## src/psd_defs.svh

```systemverilog
// offsets, field positions, reset values and timing counts of the
// phase shedding / load line configuration bank
// assumes a 50 MHz core clock
`ifndef PSD_DEFS_SVH
`define PSD_DEFS_SVH

// command codes
`define PSD_CMD_PHASE_NUMBER 8'hd0
`define PSD_CMD_SHED_LIMITS 8'hd1
`define PSD_CMD_LOW_POWER 8'hd2
`define PSD_CMD_LOAD_LINE 8'hd3
`define PSD_CMD_FEATURES 8'hd4
`define PSD_CMD_PWM_MID 8'hd5
`define PSD_CMD_LOCK 8'hd6
`define PSD_CMD_RISE_TUNE 8'hd7

// register widths
`define PSD_W_PHASE 3
`define PSD_W_SHED 8
`define PSD_W_LOW_POWER 10
`define PSD_W_LOAD_LINE 7
`define PSD_W_FEATURES 7
`define PSD_W_PWM_MID 2
`define PSD_W_LOCK 2
`define PSD_W_RISE 14

// reset values
`define PSD_RST_PHASE 3'h0
`define PSD_RST_SHED 8'h00
`define PSD_RST_LOW_POWER 10'h0c0
`define PSD_RST_LOAD_LINE 7'h00
`define PSD_RST_FEATURES 7'h00
`define PSD_RST_PWM_MID 2'h0
`define PSD_RST_LOCK 2'h0
`define PSD_RST_RISE 14'h0000

// field positions
`define PSD_F_NMIN 1:0
`define PSD_F_KFAC 3:2
`define PSD_F_HYS 5:4
`define PSD_F_I1 7:6
`define PSD_F_LPPS 1:0
`define PSD_F_DROP 3:2
`define PSD_F_FLIM 5:4
`define PSD_F_APA_TC 7:6
`define PSD_F_APA_DLY 9:8
`define PSD_B_DROOP 0
`define PSD_F_NEG_LL 3:1
`define PSD_B_POS_LL 4
`define PSD_F_POS_RANGE 6:5
`define PSD_B_BOOT 0
`define PSD_B_DIODE 1
`define PSD_B_AUTO 2
`define PSD_B_DITHER 3
`define PSD_F_APA_LVL 6:4
`define PSD_B_MID 0
`define PSD_F_RISE_OFS 5:0

// timing figures and derived counts
`define PSD_CLK_MHZ 50
`define PSD_DROP0_US 4600
`define PSD_DROP1_US 2300
`define PSD_DROP2_US 1200
`define PSD_DROP3_US 600
`define PSD_APA_STEP_NS 100
`define PSD_APA_STEP_CYC ((`PSD_APA_STEP_NS * `PSD_CLK_MHZ + 999) / 1000)
`define PSD_DITHER_KHZ 15
`define PSD_APA_LVL_MV 10
`define PSD_RISE_STEP_MV 5

`endif

```

## src/psd_pkg.sv

```systemverilog
// types of the phase shedding / load line configuration bank
// constants live in psd_defs.svh
package psd_pkg;

    // nonvolatile image loaded as one unit
    typedef struct packed {
        logic [7:0] shed;
        logic [9:0] low_power;
        logic [6:0] load_line;
        logic [6:0] features;
        logic [1:0] pwm_mid;
        logic [13:0] rise;
    } psd_nvm_type;

    // decoded settings seen by the control loop
    typedef struct packed {
        logic [2:0] min_phases;      // 1..4
        logic [7:0] k_factor_x100;   // 100..175
        logic [9:0] hys_pct_x10;     // 125..500
        logic [7:0] i1_pct;          // 80..110
        logic [1:0] low_power_mode;
        logic [2:0] low_power_phases;
        logic [1:0] freq_cap_code;   // 0 x2, 1 x1.5, 2 none
        logic [3:0] apa_tc_div;      // 1,2,4,8
        logic [8:0] apa_delay_ns;
        logic [3:0] apa_delay_cyc;
        logic droop_en;
        logic [6:0] neg_ll_pct;
        logic pos_ll_en;
        logic [5:0] pos_ll_mv;
        logic boot_refresh_on;
        logic diode_emul_en;
        logic auto_shed_en;
        logic [6:0] apa_level_mv;
        logic mid_level_5v;
        logic allow_vid;
        logic allow_small_ofs;
        logic allow_large_ofs;
        logic [8:0] rise_offset_mv;
    } psd_cfg_type;

    typedef enum logic [1:0] {
        PSD_DITH_LOW = 2'b00,
        PSD_DITH_MID = 2'b01,
        PSD_DITH_HIGH = 2'b10
    } psd_dither_type;

endpackage

```

## src/psd_config_bank.sv

```systemverilog
// configuration command bank: shedding, phase adding, load line,
// feature enables, pwm mid level, voltage lock, rising offset
// assumes a command decoder on the management bus hands over one
// whole command per strobe, all inputs but ref_low_pin_i and
// shed_pin_i come from logic on mclk_i
`timescale 1ns/10ps
`include "psd_defs.svh"

module psd_config_bank #(
    parameter int DROP0_CYC = `PSD_DROP0_US * `PSD_CLK_MHZ,
    parameter int DROP1_CYC = `PSD_DROP1_US * `PSD_CLK_MHZ,
    parameter int DROP2_CYC = `PSD_DROP2_US * `PSD_CLK_MHZ,
    parameter int DROP3_CYC = `PSD_DROP3_US * `PSD_CLK_MHZ
) (
    // clock and reset
    input wire logic mclk_i,
    input wire logic rst_b_i,
    // command port
    input wire logic [7:0] cmd_code_i,
    input wire logic cmd_wr_i,
    input wire logic cmd_rd_i,
    input wire logic [15:0] cmd_wdata_i,
    output logic [15:0] cmd_rdata_o,
    output logic cmd_rvalid_o,
    output logic cmd_hit_o,
    // nonvolatile bank load and pins
    input wire logic nvm_load_i,
    input wire psd_pkg::psd_nvm_type nvm_image_i,
    input wire logic [3:0] shed_pin_i,
    input wire logic ref_low_pin_i,
    // control loop side
    input wire logic [2:0] oper_phases_i,
    input wire logic shed_req_i,
    input wire logic sw_tick_i,
    output logic shed_grant_o,
    output logic [2:0] phase_number_o,
    output logic signed [7:0] dither_khz_o,
    output psd_pkg::psd_cfg_type cfg_o
);

    logic [2:0] phase_reg, phase_next;
    logic [7:0] shed_reg, shed_next;
    logic [9:0] lp_reg, lp_next;
    logic [6:0] ll_reg, ll_next;
    logic [6:0] feat_reg, feat_next;
    logic [1:0] mid_reg, mid_next;
    logic [1:0] lock_reg, lock_next;
    logic [13:0] rise_reg, rise_next;
    logic [15:0] rdata_reg, rdata_next;
    logic rvalid_reg, rvalid_next;
    logic [17:0] drop_cnt_reg, drop_cnt_next;
    logic grant_reg, grant_next;
    psd_pkg::psd_dither_type dith_reg, dith_next;
    logic signed [7:0] dkhz_reg, dkhz_next;
    psd_pkg::psd_cfg_type cfg_reg, cfg_next;
    logic [4:0] pin_s1_reg, pin_s2_reg;
    logic hit;

    // pins from the analog side pass two flops before use
    always_ff @(posedge mclk_i or negedge rst_b_i)
    begin
        if (!rst_b_i)
        begin
            pin_s1_reg <= 5'h00;
            pin_s2_reg <= 5'h00;
        end
        else
        begin
            pin_s1_reg <= {ref_low_pin_i, shed_pin_i};
            pin_s2_reg <= pin_s1_reg;
        end
    end

    // command decode
    always_comb
    begin
        case (cmd_code_i)
            `PSD_CMD_PHASE_NUMBER, `PSD_CMD_SHED_LIMITS,
            `PSD_CMD_LOW_POWER, `PSD_CMD_LOAD_LINE,
            `PSD_CMD_FEATURES, `PSD_CMD_PWM_MID,
            `PSD_CMD_LOCK, `PSD_CMD_RISE_TUNE: hit = 1'b1;
            default: hit = 1'b0;
        endcase
    end
    assign cmd_hit_o = hit;

    // register writes; a bank load wins over a host write in the same
    // cycle since it restores a whole consistent set
    always_comb
    begin
        phase_next = phase_reg;
        shed_next = shed_reg;
        lp_next = lp_reg;
        ll_next = ll_reg;
        feat_next = feat_reg;
        mid_next = mid_reg;
        lock_next = lock_reg;
        rise_next = rise_reg;
        if (nvm_load_i)
        begin
            shed_next = nvm_image_i.shed;
            // minimum phase follows the low power phase count
            shed_next[`PSD_F_NMIN] = {1'b0, nvm_image_i.low_power[0]};
            // k and hysteresis come from the shedding pin
            shed_next[`PSD_F_KFAC] = pin_s2_reg[1:0];
            shed_next[`PSD_F_HYS] = pin_s2_reg[3:2];
            lp_next = nvm_image_i.low_power;
            ll_next = nvm_image_i.load_line;
            feat_next = nvm_image_i.features;
            mid_next = nvm_image_i.pwm_mid;
            rise_next = nvm_image_i.rise;
        end
        else if (cmd_wr_i)
        begin
            // high bits beyond each width are dropped
            case (cmd_code_i)
                `PSD_CMD_PHASE_NUMBER:
                    if (!feat_reg[`PSD_B_AUTO]) // refused under auto
                        phase_next = cmd_wdata_i[2:0];
                `PSD_CMD_SHED_LIMITS: shed_next = cmd_wdata_i[7:0];
                `PSD_CMD_LOW_POWER: lp_next = cmd_wdata_i[9:0];
                `PSD_CMD_LOAD_LINE: ll_next = cmd_wdata_i[6:0];
                `PSD_CMD_FEATURES: feat_next = cmd_wdata_i[6:0];
                `PSD_CMD_PWM_MID: mid_next = cmd_wdata_i[1:0];
                `PSD_CMD_LOCK: lock_next = cmd_wdata_i[1:0];
                `PSD_CMD_RISE_TUNE: rise_next = cmd_wdata_i[13:0];
                default: phase_next = phase_reg;
            endcase
        end
    end

    // read path, registered, unmapped codes return zero
    always_comb
    begin
        rvalid_next = cmd_rd_i;
        rdata_next = rdata_reg;
        if (cmd_rd_i)
        begin
            case (cmd_code_i)
                `PSD_CMD_PHASE_NUMBER:
                    rdata_next = {13'h0000, phase_number_o};
                `PSD_CMD_SHED_LIMITS: rdata_next = {8'h00, shed_reg};
                `PSD_CMD_LOW_POWER: rdata_next = {6'h00, lp_reg};
                `PSD_CMD_LOAD_LINE: rdata_next = {9'h000, ll_reg};
                `PSD_CMD_FEATURES: rdata_next = {9'h000, feat_reg};
                `PSD_CMD_PWM_MID: rdata_next = {14'h0000, mid_reg};
                `PSD_CMD_LOCK: rdata_next = {14'h0000, lock_reg};
                `PSD_CMD_RISE_TUNE: rdata_next = {2'h0, rise_reg};
                default: rdata_next = 16'h0000;
            endcase
        end
    end

    // reported phase count: live count while auto shedding runs
    assign phase_number_o = feat_reg[`PSD_B_AUTO] ? oper_phases_i
                                                  : phase_reg;

    // spacing between phase drops; a request inside the wait is simply
    // not granted, the loop keeps asking
    always_comb
    begin
        drop_cnt_next = drop_cnt_reg;
        grant_next = 1'b0;
        if (drop_cnt_reg != 18'h00000)
            drop_cnt_next = drop_cnt_reg - 18'h00001;
        else if (shed_req_i && feat_reg[`PSD_B_AUTO])
        begin
            grant_next = 1'b1;
            case (lp_reg[`PSD_F_DROP])
                2'h0: drop_cnt_next = 18'(DROP0_CYC - 1);
                2'h1: drop_cnt_next = 18'(DROP1_CYC - 1);
                2'h2: drop_cnt_next = 18'(DROP2_CYC - 1);
                default: drop_cnt_next = 18'(DROP3_CYC - 1);
            endcase
        end
    end
    assign shed_grant_o = grant_reg;

    // dither walks low, mid, high once per switching tick
    always_comb
    begin
        dith_next = dith_reg;
        dkhz_next = 8'sh00;
        if (feat_reg[`PSD_B_DITHER])
        begin
            if (sw_tick_i)
            begin
                case (dith_reg)
                    psd_pkg::PSD_DITH_LOW: dith_next = psd_pkg::PSD_DITH_MID;
                    psd_pkg::PSD_DITH_MID: dith_next = psd_pkg::PSD_DITH_HIGH;
                    default: dith_next = psd_pkg::PSD_DITH_LOW;
                endcase
            end
            case (dith_reg)
                psd_pkg::PSD_DITH_LOW: dkhz_next = -8'(`PSD_DITHER_KHZ);
                psd_pkg::PSD_DITH_MID: dkhz_next = 8'sh00;
                default: dkhz_next = 8'(`PSD_DITHER_KHZ);
            endcase
        end
        else
            dith_next = psd_pkg::PSD_DITH_LOW;
    end
    assign dither_khz_o = dkhz_reg;

    // decode of stored fields into loop settings
    always_comb
    begin
        cfg_next = '0;
        cfg_next.min_phases = {1'b0, shed_reg[`PSD_F_NMIN]} + 3'h1;
        case (shed_reg[`PSD_F_KFAC])
            2'h0: cfg_next.k_factor_x100 = 8'h7d;
            2'h1: cfg_next.k_factor_x100 = 8'h96;
            2'h2: cfg_next.k_factor_x100 = 8'haf;
            default: cfg_next.k_factor_x100 = 8'h64;
        endcase
        case (shed_reg[`PSD_F_HYS])
            2'h0: cfg_next.hys_pct_x10 = 10'h1f4;
            2'h1: cfg_next.hys_pct_x10 = 10'h0fa;
            2'h2: cfg_next.hys_pct_x10 = 10'h0a6;
            default: cfg_next.hys_pct_x10 = 10'h07d;
        endcase
        case (shed_reg[`PSD_F_I1])
            2'h0: cfg_next.i1_pct = 8'h64;
            2'h1: cfg_next.i1_pct = 8'h50;
            2'h2: cfg_next.i1_pct = 8'h5a;
            default: cfg_next.i1_pct = 8'h6e;
        endcase
        cfg_next.low_power_mode = lp_reg[`PSD_F_LPPS];
        cfg_next.low_power_phases = lp_reg[0] ? 3'h2 : 3'h1;
        cfg_next.freq_cap_code = lp_reg[5] ? 2'h2
                                           : {1'b0, lp_reg[4]};
        cfg_next.apa_tc_div = 4'h1 << lp_reg[`PSD_F_APA_TC];
        cfg_next.apa_delay_ns = 9'(lp_reg[`PSD_F_APA_DLY]
                                * `PSD_APA_STEP_NS);
        cfg_next.apa_delay_cyc = 4'(lp_reg[`PSD_F_APA_DLY]
                                 * `PSD_APA_STEP_CYC);
        cfg_next.droop_en = ll_reg[`PSD_B_DROOP];
        case (ll_reg[`PSD_F_NEG_LL])
            3'h0: cfg_next.neg_ll_pct = 7'h64;
            3'h1: cfg_next.neg_ll_pct = 7'h4b;
            3'h2: cfg_next.neg_ll_pct = 7'h32;
            3'h3: cfg_next.neg_ll_pct = 7'h19;
            default: cfg_next.neg_ll_pct = 7'h05;
        endcase
        cfg_next.pos_ll_en = ll_reg[`PSD_B_POS_LL];
        cfg_next.pos_ll_mv = 6'h04 << ll_reg[`PSD_F_POS_RANGE];
        // reference flag is synchronised, so boot refresh drops three cycles after the pin rises
        cfg_next.boot_refresh_on = feat_reg[`PSD_B_BOOT]
                                   && !pin_s2_reg[4];
        cfg_next.diode_emul_en = feat_reg[`PSD_B_DIODE];
        cfg_next.auto_shed_en = feat_reg[`PSD_B_AUTO];
        cfg_next.apa_level_mv = 7'(feat_reg[`PSD_F_APA_LVL]
                                * `PSD_APA_LVL_MV);
        cfg_next.mid_level_5v = mid_reg[`PSD_B_MID];
        cfg_next.allow_vid = (lock_reg == 2'h3);
        cfg_next.allow_small_ofs = (lock_reg != 2'h0);
        cfg_next.allow_large_ofs = lock_reg[1];
        cfg_next.rise_offset_mv = 9'(rise_reg[`PSD_F_RISE_OFS]
                                  * `PSD_RISE_STEP_MV);
    end
    assign cfg_o = cfg_reg;
    assign cmd_rdata_o = rdata_reg;
    assign cmd_rvalid_o = rvalid_reg;

    // state registers
    always_ff @(posedge mclk_i or negedge rst_b_i)
    begin
        if (!rst_b_i)
        begin
            phase_reg <= `PSD_RST_PHASE;
            shed_reg <= `PSD_RST_SHED;
            lp_reg <= `PSD_RST_LOW_POWER;
            ll_reg <= `PSD_RST_LOAD_LINE;
            feat_reg <= `PSD_RST_FEATURES;
            mid_reg <= `PSD_RST_PWM_MID;
            lock_reg <= `PSD_RST_LOCK;
            rise_reg <= `PSD_RST_RISE;
            rdata_reg <= 16'h0000;
            rvalid_reg <= 1'b0;
            drop_cnt_reg <= 18'h00000;
            grant_reg <= 1'b0;
            dith_reg <= psd_pkg::PSD_DITH_LOW;
            dkhz_reg <= 8'sh00;
            cfg_reg <= '0;
        end
        else
        begin
            phase_reg <= phase_next;
            shed_reg <= shed_next;
            lp_reg <= lp_next;
            ll_reg <= ll_next;
            feat_reg <= feat_next;
            mid_reg <= mid_next;
            lock_reg <= lock_next;
            rise_reg <= rise_next;
            rdata_reg <= rdata_next;
            rvalid_reg <= rvalid_next;
            drop_cnt_reg <= drop_cnt_next;
            grant_reg <= grant_next;
            dith_reg <= dith_next;
            dkhz_reg <= dkhz_next;
            cfg_reg <= cfg_next;
        end
    end

endmodule

```

## config.mk

```make
export PLATFORM = sky130hd
export DESIGN_NAME = psd_config_bank
export DESIGN_NICKNAME = d
export VERILOG_FILES = /design/src/psd_pkg.sv /design/src/psd_config_bank.sv
export VERILOG_INCLUDE_DIRS = /design/src
export SDC_FILE = /design/constraint.sdc
export NUM_CORES = 1
export LEC_CHECK = 0
export BUFFER_PORTS_ARGS = -buffer_cell sky130_fd_sc_hd__buf_2
export CAP_MARGIN = 20
export CORE_UTILIZATION = 50
export CTS_CLUSTER_DIAMETER = 40
export DETAILED_ROUTE_END_ITERATION = 6
export MAX_ROUTING_LAYER = met4
export PLACE_DENSITY = 0.78
export SLEW_MARGIN = 0
export SYNTH_ARGS = -nofsm -noshare
export SYNTH_HDL_FRONTEND = slang
export SYNTH_SLANG_ARGS = --single-unit
```

## constraint.sdc

```tcl
create_clock -name mclk_i -period 3.75 [get_ports mclk_i]
set_input_delay 0.9375 -clock mclk_i [delete_from_list [all_inputs] [get_ports mclk_i]]
set_output_delay 0.9375 -clock mclk_i [all_outputs]
set_load 0.03 [all_outputs]
```

Word-level counts from Yosys, hierarchy flattened --
Index checks and enable logic that the tools add are counted.
Operators by class: reductions and logical operators 28, add/subtract/negate cells 2, shift operators 2, bitwise logic cells 2, multiply operators 4, multiplexer cells 37, equal/unequal tests 22
Operators with widths (count):
- $pmux W14 S8 | 1
- $eq A8 B8 Y1 const B | 8
- $pmux W18 S3 | 1
- $mux W14 | 3
- $mux W7 | 6
- $mux W18 | 2
- $mux W8 | 4
- $mux W10 | 3
- $pmux W7 S4 | 1
- $pmux W9 S3 | 1
- $pmux W8 S3 | 1
- $pmux W6 S3 | 1
- $reduce_bool A18 Y1 | 1
- $reduce_bool A2 Y1 | 9
- $sub A18 B1 Y18 const B | 1
- $pmux W8 S2 | 1
- $mux W2 | 7
- $reduce_and A2 Y1 | 6
- $eq A2 B1 Y1 const B | 5
- $eq A2 B2 Y1 const B | 5
- $logic_not A2 Y1 | 5
- $mul A6 B3 Y9 const B | 1
- $reduce_or A8 Y1 | 1
- $mul A2 B5 Y7 const B | 1
- other kinds (17) | 22
Storage, ports and cells: flip-flop bits (word level) 196, output and inout port bits 121, bits of input ports 87

Depth between registers and ports, before layout --
depth in word-level cells 4, depth in mapped cells 8

Worst setup path after synthesis --
Ideal clock, no wire load.
path type input-to-output, start point input port cmd_code_i[3], end point output port cmd_hit_o, path buffers 1, path slack 1.015 ns, stages on the path 4, data required time 2.812 ns, data arrival time 1.798 ns, cell sequence nor4bb_1 clkbuf_1 nand2_1 clkinv_1
Between the ends: cells in the longest elaborated chain, start to end 3, elaborated cells on any way between the ends 10
Ends and longest elaborated chain:
- start: declaration | line psd_config_bank.sv:19 | input wire logic [7:0] cmd_code_i,
- $eq A8 B8 Y1 | line psd_config_bank.sv:77 | case (cmd_code_i)
- $reduce_or A8 Y1 (*) | line psd_config_bank.sv:77
- $mux W1 (*) | line psd_config_bank.sv:77
- end: declaration | line psd_config_bank.sv:25 | output logic cmd_hit_o,
Every way passes the cells marked *; elsewhere a longest branch is shown, timed or not.

Worst setup path after layout --
Same ends and word-level chain as after synthesis.

==> impl_results.md <==
* Status: finished with violations
* Failing checks: design-rule violations
* CTS Buf Count at 17
* Vias in the first global route at between 5000 and 6000
* Vias at 5957
* Post-route cell area at about 9000 um^2
* Layout cell share with drive strength beyond 1 at 0.2895
* Leak Pwr at roughly 4.5 nW
* Most frequent CP cell: buf_2
* Setup WS pre-CTS at 728.2 ps
* Peak VDD IR at approximately 0.31 mV
* DP Area at between 8000 and 9000 um^2
* Post-Syn Area per Cell at around 11 um^2
* GPL Wtd Cong at roughly 0.9
* Final Cycle Share at 0.7922
* Setup TNS Final at 0 ps
* CTS tree: done
* PortBufs at around 190
* Comb pwr share at 0.176
* Max stage delay cell, worst path: nor4bb_1
* Register area share after synthesis at 0.5567
* Switching Share at 0.2941
* Worst Path Max Fanout at 9
* First-pass GRT wire length at 30.30 mm
* Switch Pwr at 0.001357 W
* Slew HR at 0.5107
* Worst-path cell chain: buf_2, nor4bb_1, buf_4, nand2_1, clkinv_1, buf_2
* Avg WL per Cell at between 15 and 20 um
* Post-CTS Setup Repair Bufs at 0
* Worst reg2reg path depth at 6
* Required @ worst endpoint at between 2000 and 3000 ps
* Post-DR vias/cell at between 5 and 6
* Power Density at roughly 500 nW/um^2
* Worst path arrival time at 2030 ps
* Cells after Synth at about 700
* Max Slew Vio Count at 0
* Clock share of power at 0.373
* CP top delay family: buffers and inverters
* Post-synth ARST share at 1.000
* Clk slew on worst S/H paths at 60 ps
* Core footprint at 14750 um^2
* Post-DP HPWL at 13.67 mm
* Cells resized by post-CTS repair at 0
* Crit path launch type: primary input
* Fmax achieved at approximately 0.34 GHz
* Setup slack after layout at 779.1 ps
* Total die area at between 15000 and 20000 um^2
* Max Clock Skew at just under 9 ps
* Most used DFF post-synth: dfrtp_1
* Post-Syn Area at about 7600 um^2
* CTS HTree Levels at 4
* Synth-to-Final Area Change at 19.62%
* Drt pass-1 iters at 7
* Die width at roughly 130 um
* Die height at between 100 and 150 um
* Total Wirelength at 19.01 mm
* Longest Clk Path Bufs at 2
* Gr usage total at 0.2607
* Critical Path End Type: output pin
* CP Depth at 6
* Initial DRC count at slightly below 600
* Post-synth EDFFs at 0
* Internal power at about 0.0033 W
* CTS sink count at 170
* CTS root buf: clkbuf_16
* Setup violators final at 0
* Crit path time final at slightly below 3000 ps
* CTS Hold Bufs at 0
* Residual DRC at 7
* Row cnt at 44
* Flop pwr share at 0.451
* Max reg flops at roughly 70
* Post-layout net count at approximately 980
* Worst hold path class: reg -> reg
* Grt total ovfl at 0
* Yosys cell types at 62
* ANT nets after route at 0
* Unrepaired setup endpoints after global routing: false
* Final Hold Fails at 0
* Worst-margin pin slew at around 730 ps
* Hold Crit Depth at 0
* IO Count at around 210
* Worst skew pair latency at approximately 430 ps
* Largest net degree at the start of global routing at 77
* Starting Density at 0.5182
* Number of buffers and inverters on the critical path at 4
* FF+latch count, synth at 170
* Worst path max stage delay at about 310 ps
* Initial antenna violation count at 1
* Max Cap Viol at 0
* Kind of critical path: in -> out
* Synth warnings at 0
## placed cells by master (no fill, tap or decap), types with 12 or more instances in the layout
master	instances
a21oi_1	23
a2bb2oi_1	28
a31oi_1	27
and2_1	12
buf_2	186
clkbuf_16	17
conb_1	13
dfrtp_1	168
ha_1	33
inv_1	35
mux2i_1	14
nand2_1	66
nand3_1	15
nand4_1	13
nor2_1	32
nor2b_1	15
o21ai_0	18
## routing by layer
| metal | track usage | vias up | wire length, um |
|---|---|---|---|
| met5 | - | - | 0 |
| li1 | - | 2745 | - |
| met2 | 0.3869 | 273 | 8917 |
| met3 | 0.05905 | 46 | 1443 |
| met1 | 0.3456 | 2893 | 8076 |
| met4 | 0.1112 | 0 | 567 |
## power by group through the flow
stage               sequential [W]  clock, W  combinational [W]
floorplan                  0.00230         0           0.000361
global placement           0.00211         0           0.000798
detailed placement         0.00211         0           0.000814
CTS                        0.00208   0.00175           0.000817
global route               0.00210   0.00184           0.000879
finish                     0.00208   0.00172           0.000814
## cells by family (layout without fill, tap and decap cells)
family | count (synthesis) | after routing | share of synthesized area
simple gates | 196 | 196 | 0.1286
flops | 170 | 170 | 0.5567
compound gates | 155 | 155 | 0.1451
buf+inv | 108 | 266 | 0.06856
fa+ha+maj | 34 | 34 | 0.05662
mux | 24 | 24 | 0.03305
xor+xnor | 9 | 9 | 0.01031
other cells | 2 | 14 | 0.0009822
## layout make-up
type	instances	area [um^2]
multi-input cells	431	2907
fillers	1205	5608
inverters	37	138.9
clock buffers	21	460.4
well taps	184	230.2
diodes	1	2.502
repair buffers	197	1030
clock inverters	11	121.4
flip-flops and latches	170	4257
## cells in the mapped netlist (15+ instances only)
| cell | instances | share of area |
|---|---|---|
| dfrtp_1 | 168 | 0.55 |
| nand2_1 | 66 | 0.032 |
| inv_1 | 35 | 0.017 |
| clkbuf_1 | 34 | 0.017 |
| ha_1 | 33 | 0.054 |
| nor2_1 | 32 | 0.016 |
| buf_4 | 30 | 0.029 |
| a2bb2oi_1 | 28 | 0.032 |
| a31oi_1 | 27 | 0.022 |
| a21oi_1 | 23 | 0.015 |
| o21ai_0 | 18 | 0.012 |
| nand3_1 | 15 | 0.0098 |
| nor2b_1 | 15 | 0.012 |
## through the flow
| step | total power (W) | instances | hold slack [ps] | utilization |
|---|---|---|---|---|
| floorplan | 0.002663 | 709 | 331.2 | - |
| global route | 0.004819 | 1052 | 360.1 | 0.6199 |
| global placement | 0.002908 | 1019 | 332.5 | 0.5803 |
| CTS | 0.004649 | 1051 | 351.4 | 0.6197 |
| detailed placement | 0.002927 | 1019 | 337.1 | 0.5803 |
| finish | 0.004616 | 1052 | 349.2 | 0.6199 |
## final timing paths
check	startpoint	endpoint	slack (ps)
max	cmd_code_i[3]	cmd_hit_o	780
min in group asynchronous	rst_b_i	cfg_o[85]	530
max in group asynchronous	rst_b_i	lp_reg[6]	2360
min	pin_s1_reg[3]	pin_s2_reg[3]	350
min reg2reg	pin_s1_reg[3]	pin_s2_reg[3]	350
max reg2reg	drop_cnt_reg[0]	drop_cnt_reg[11]	1180
Power figures use the tool's default switching activity.
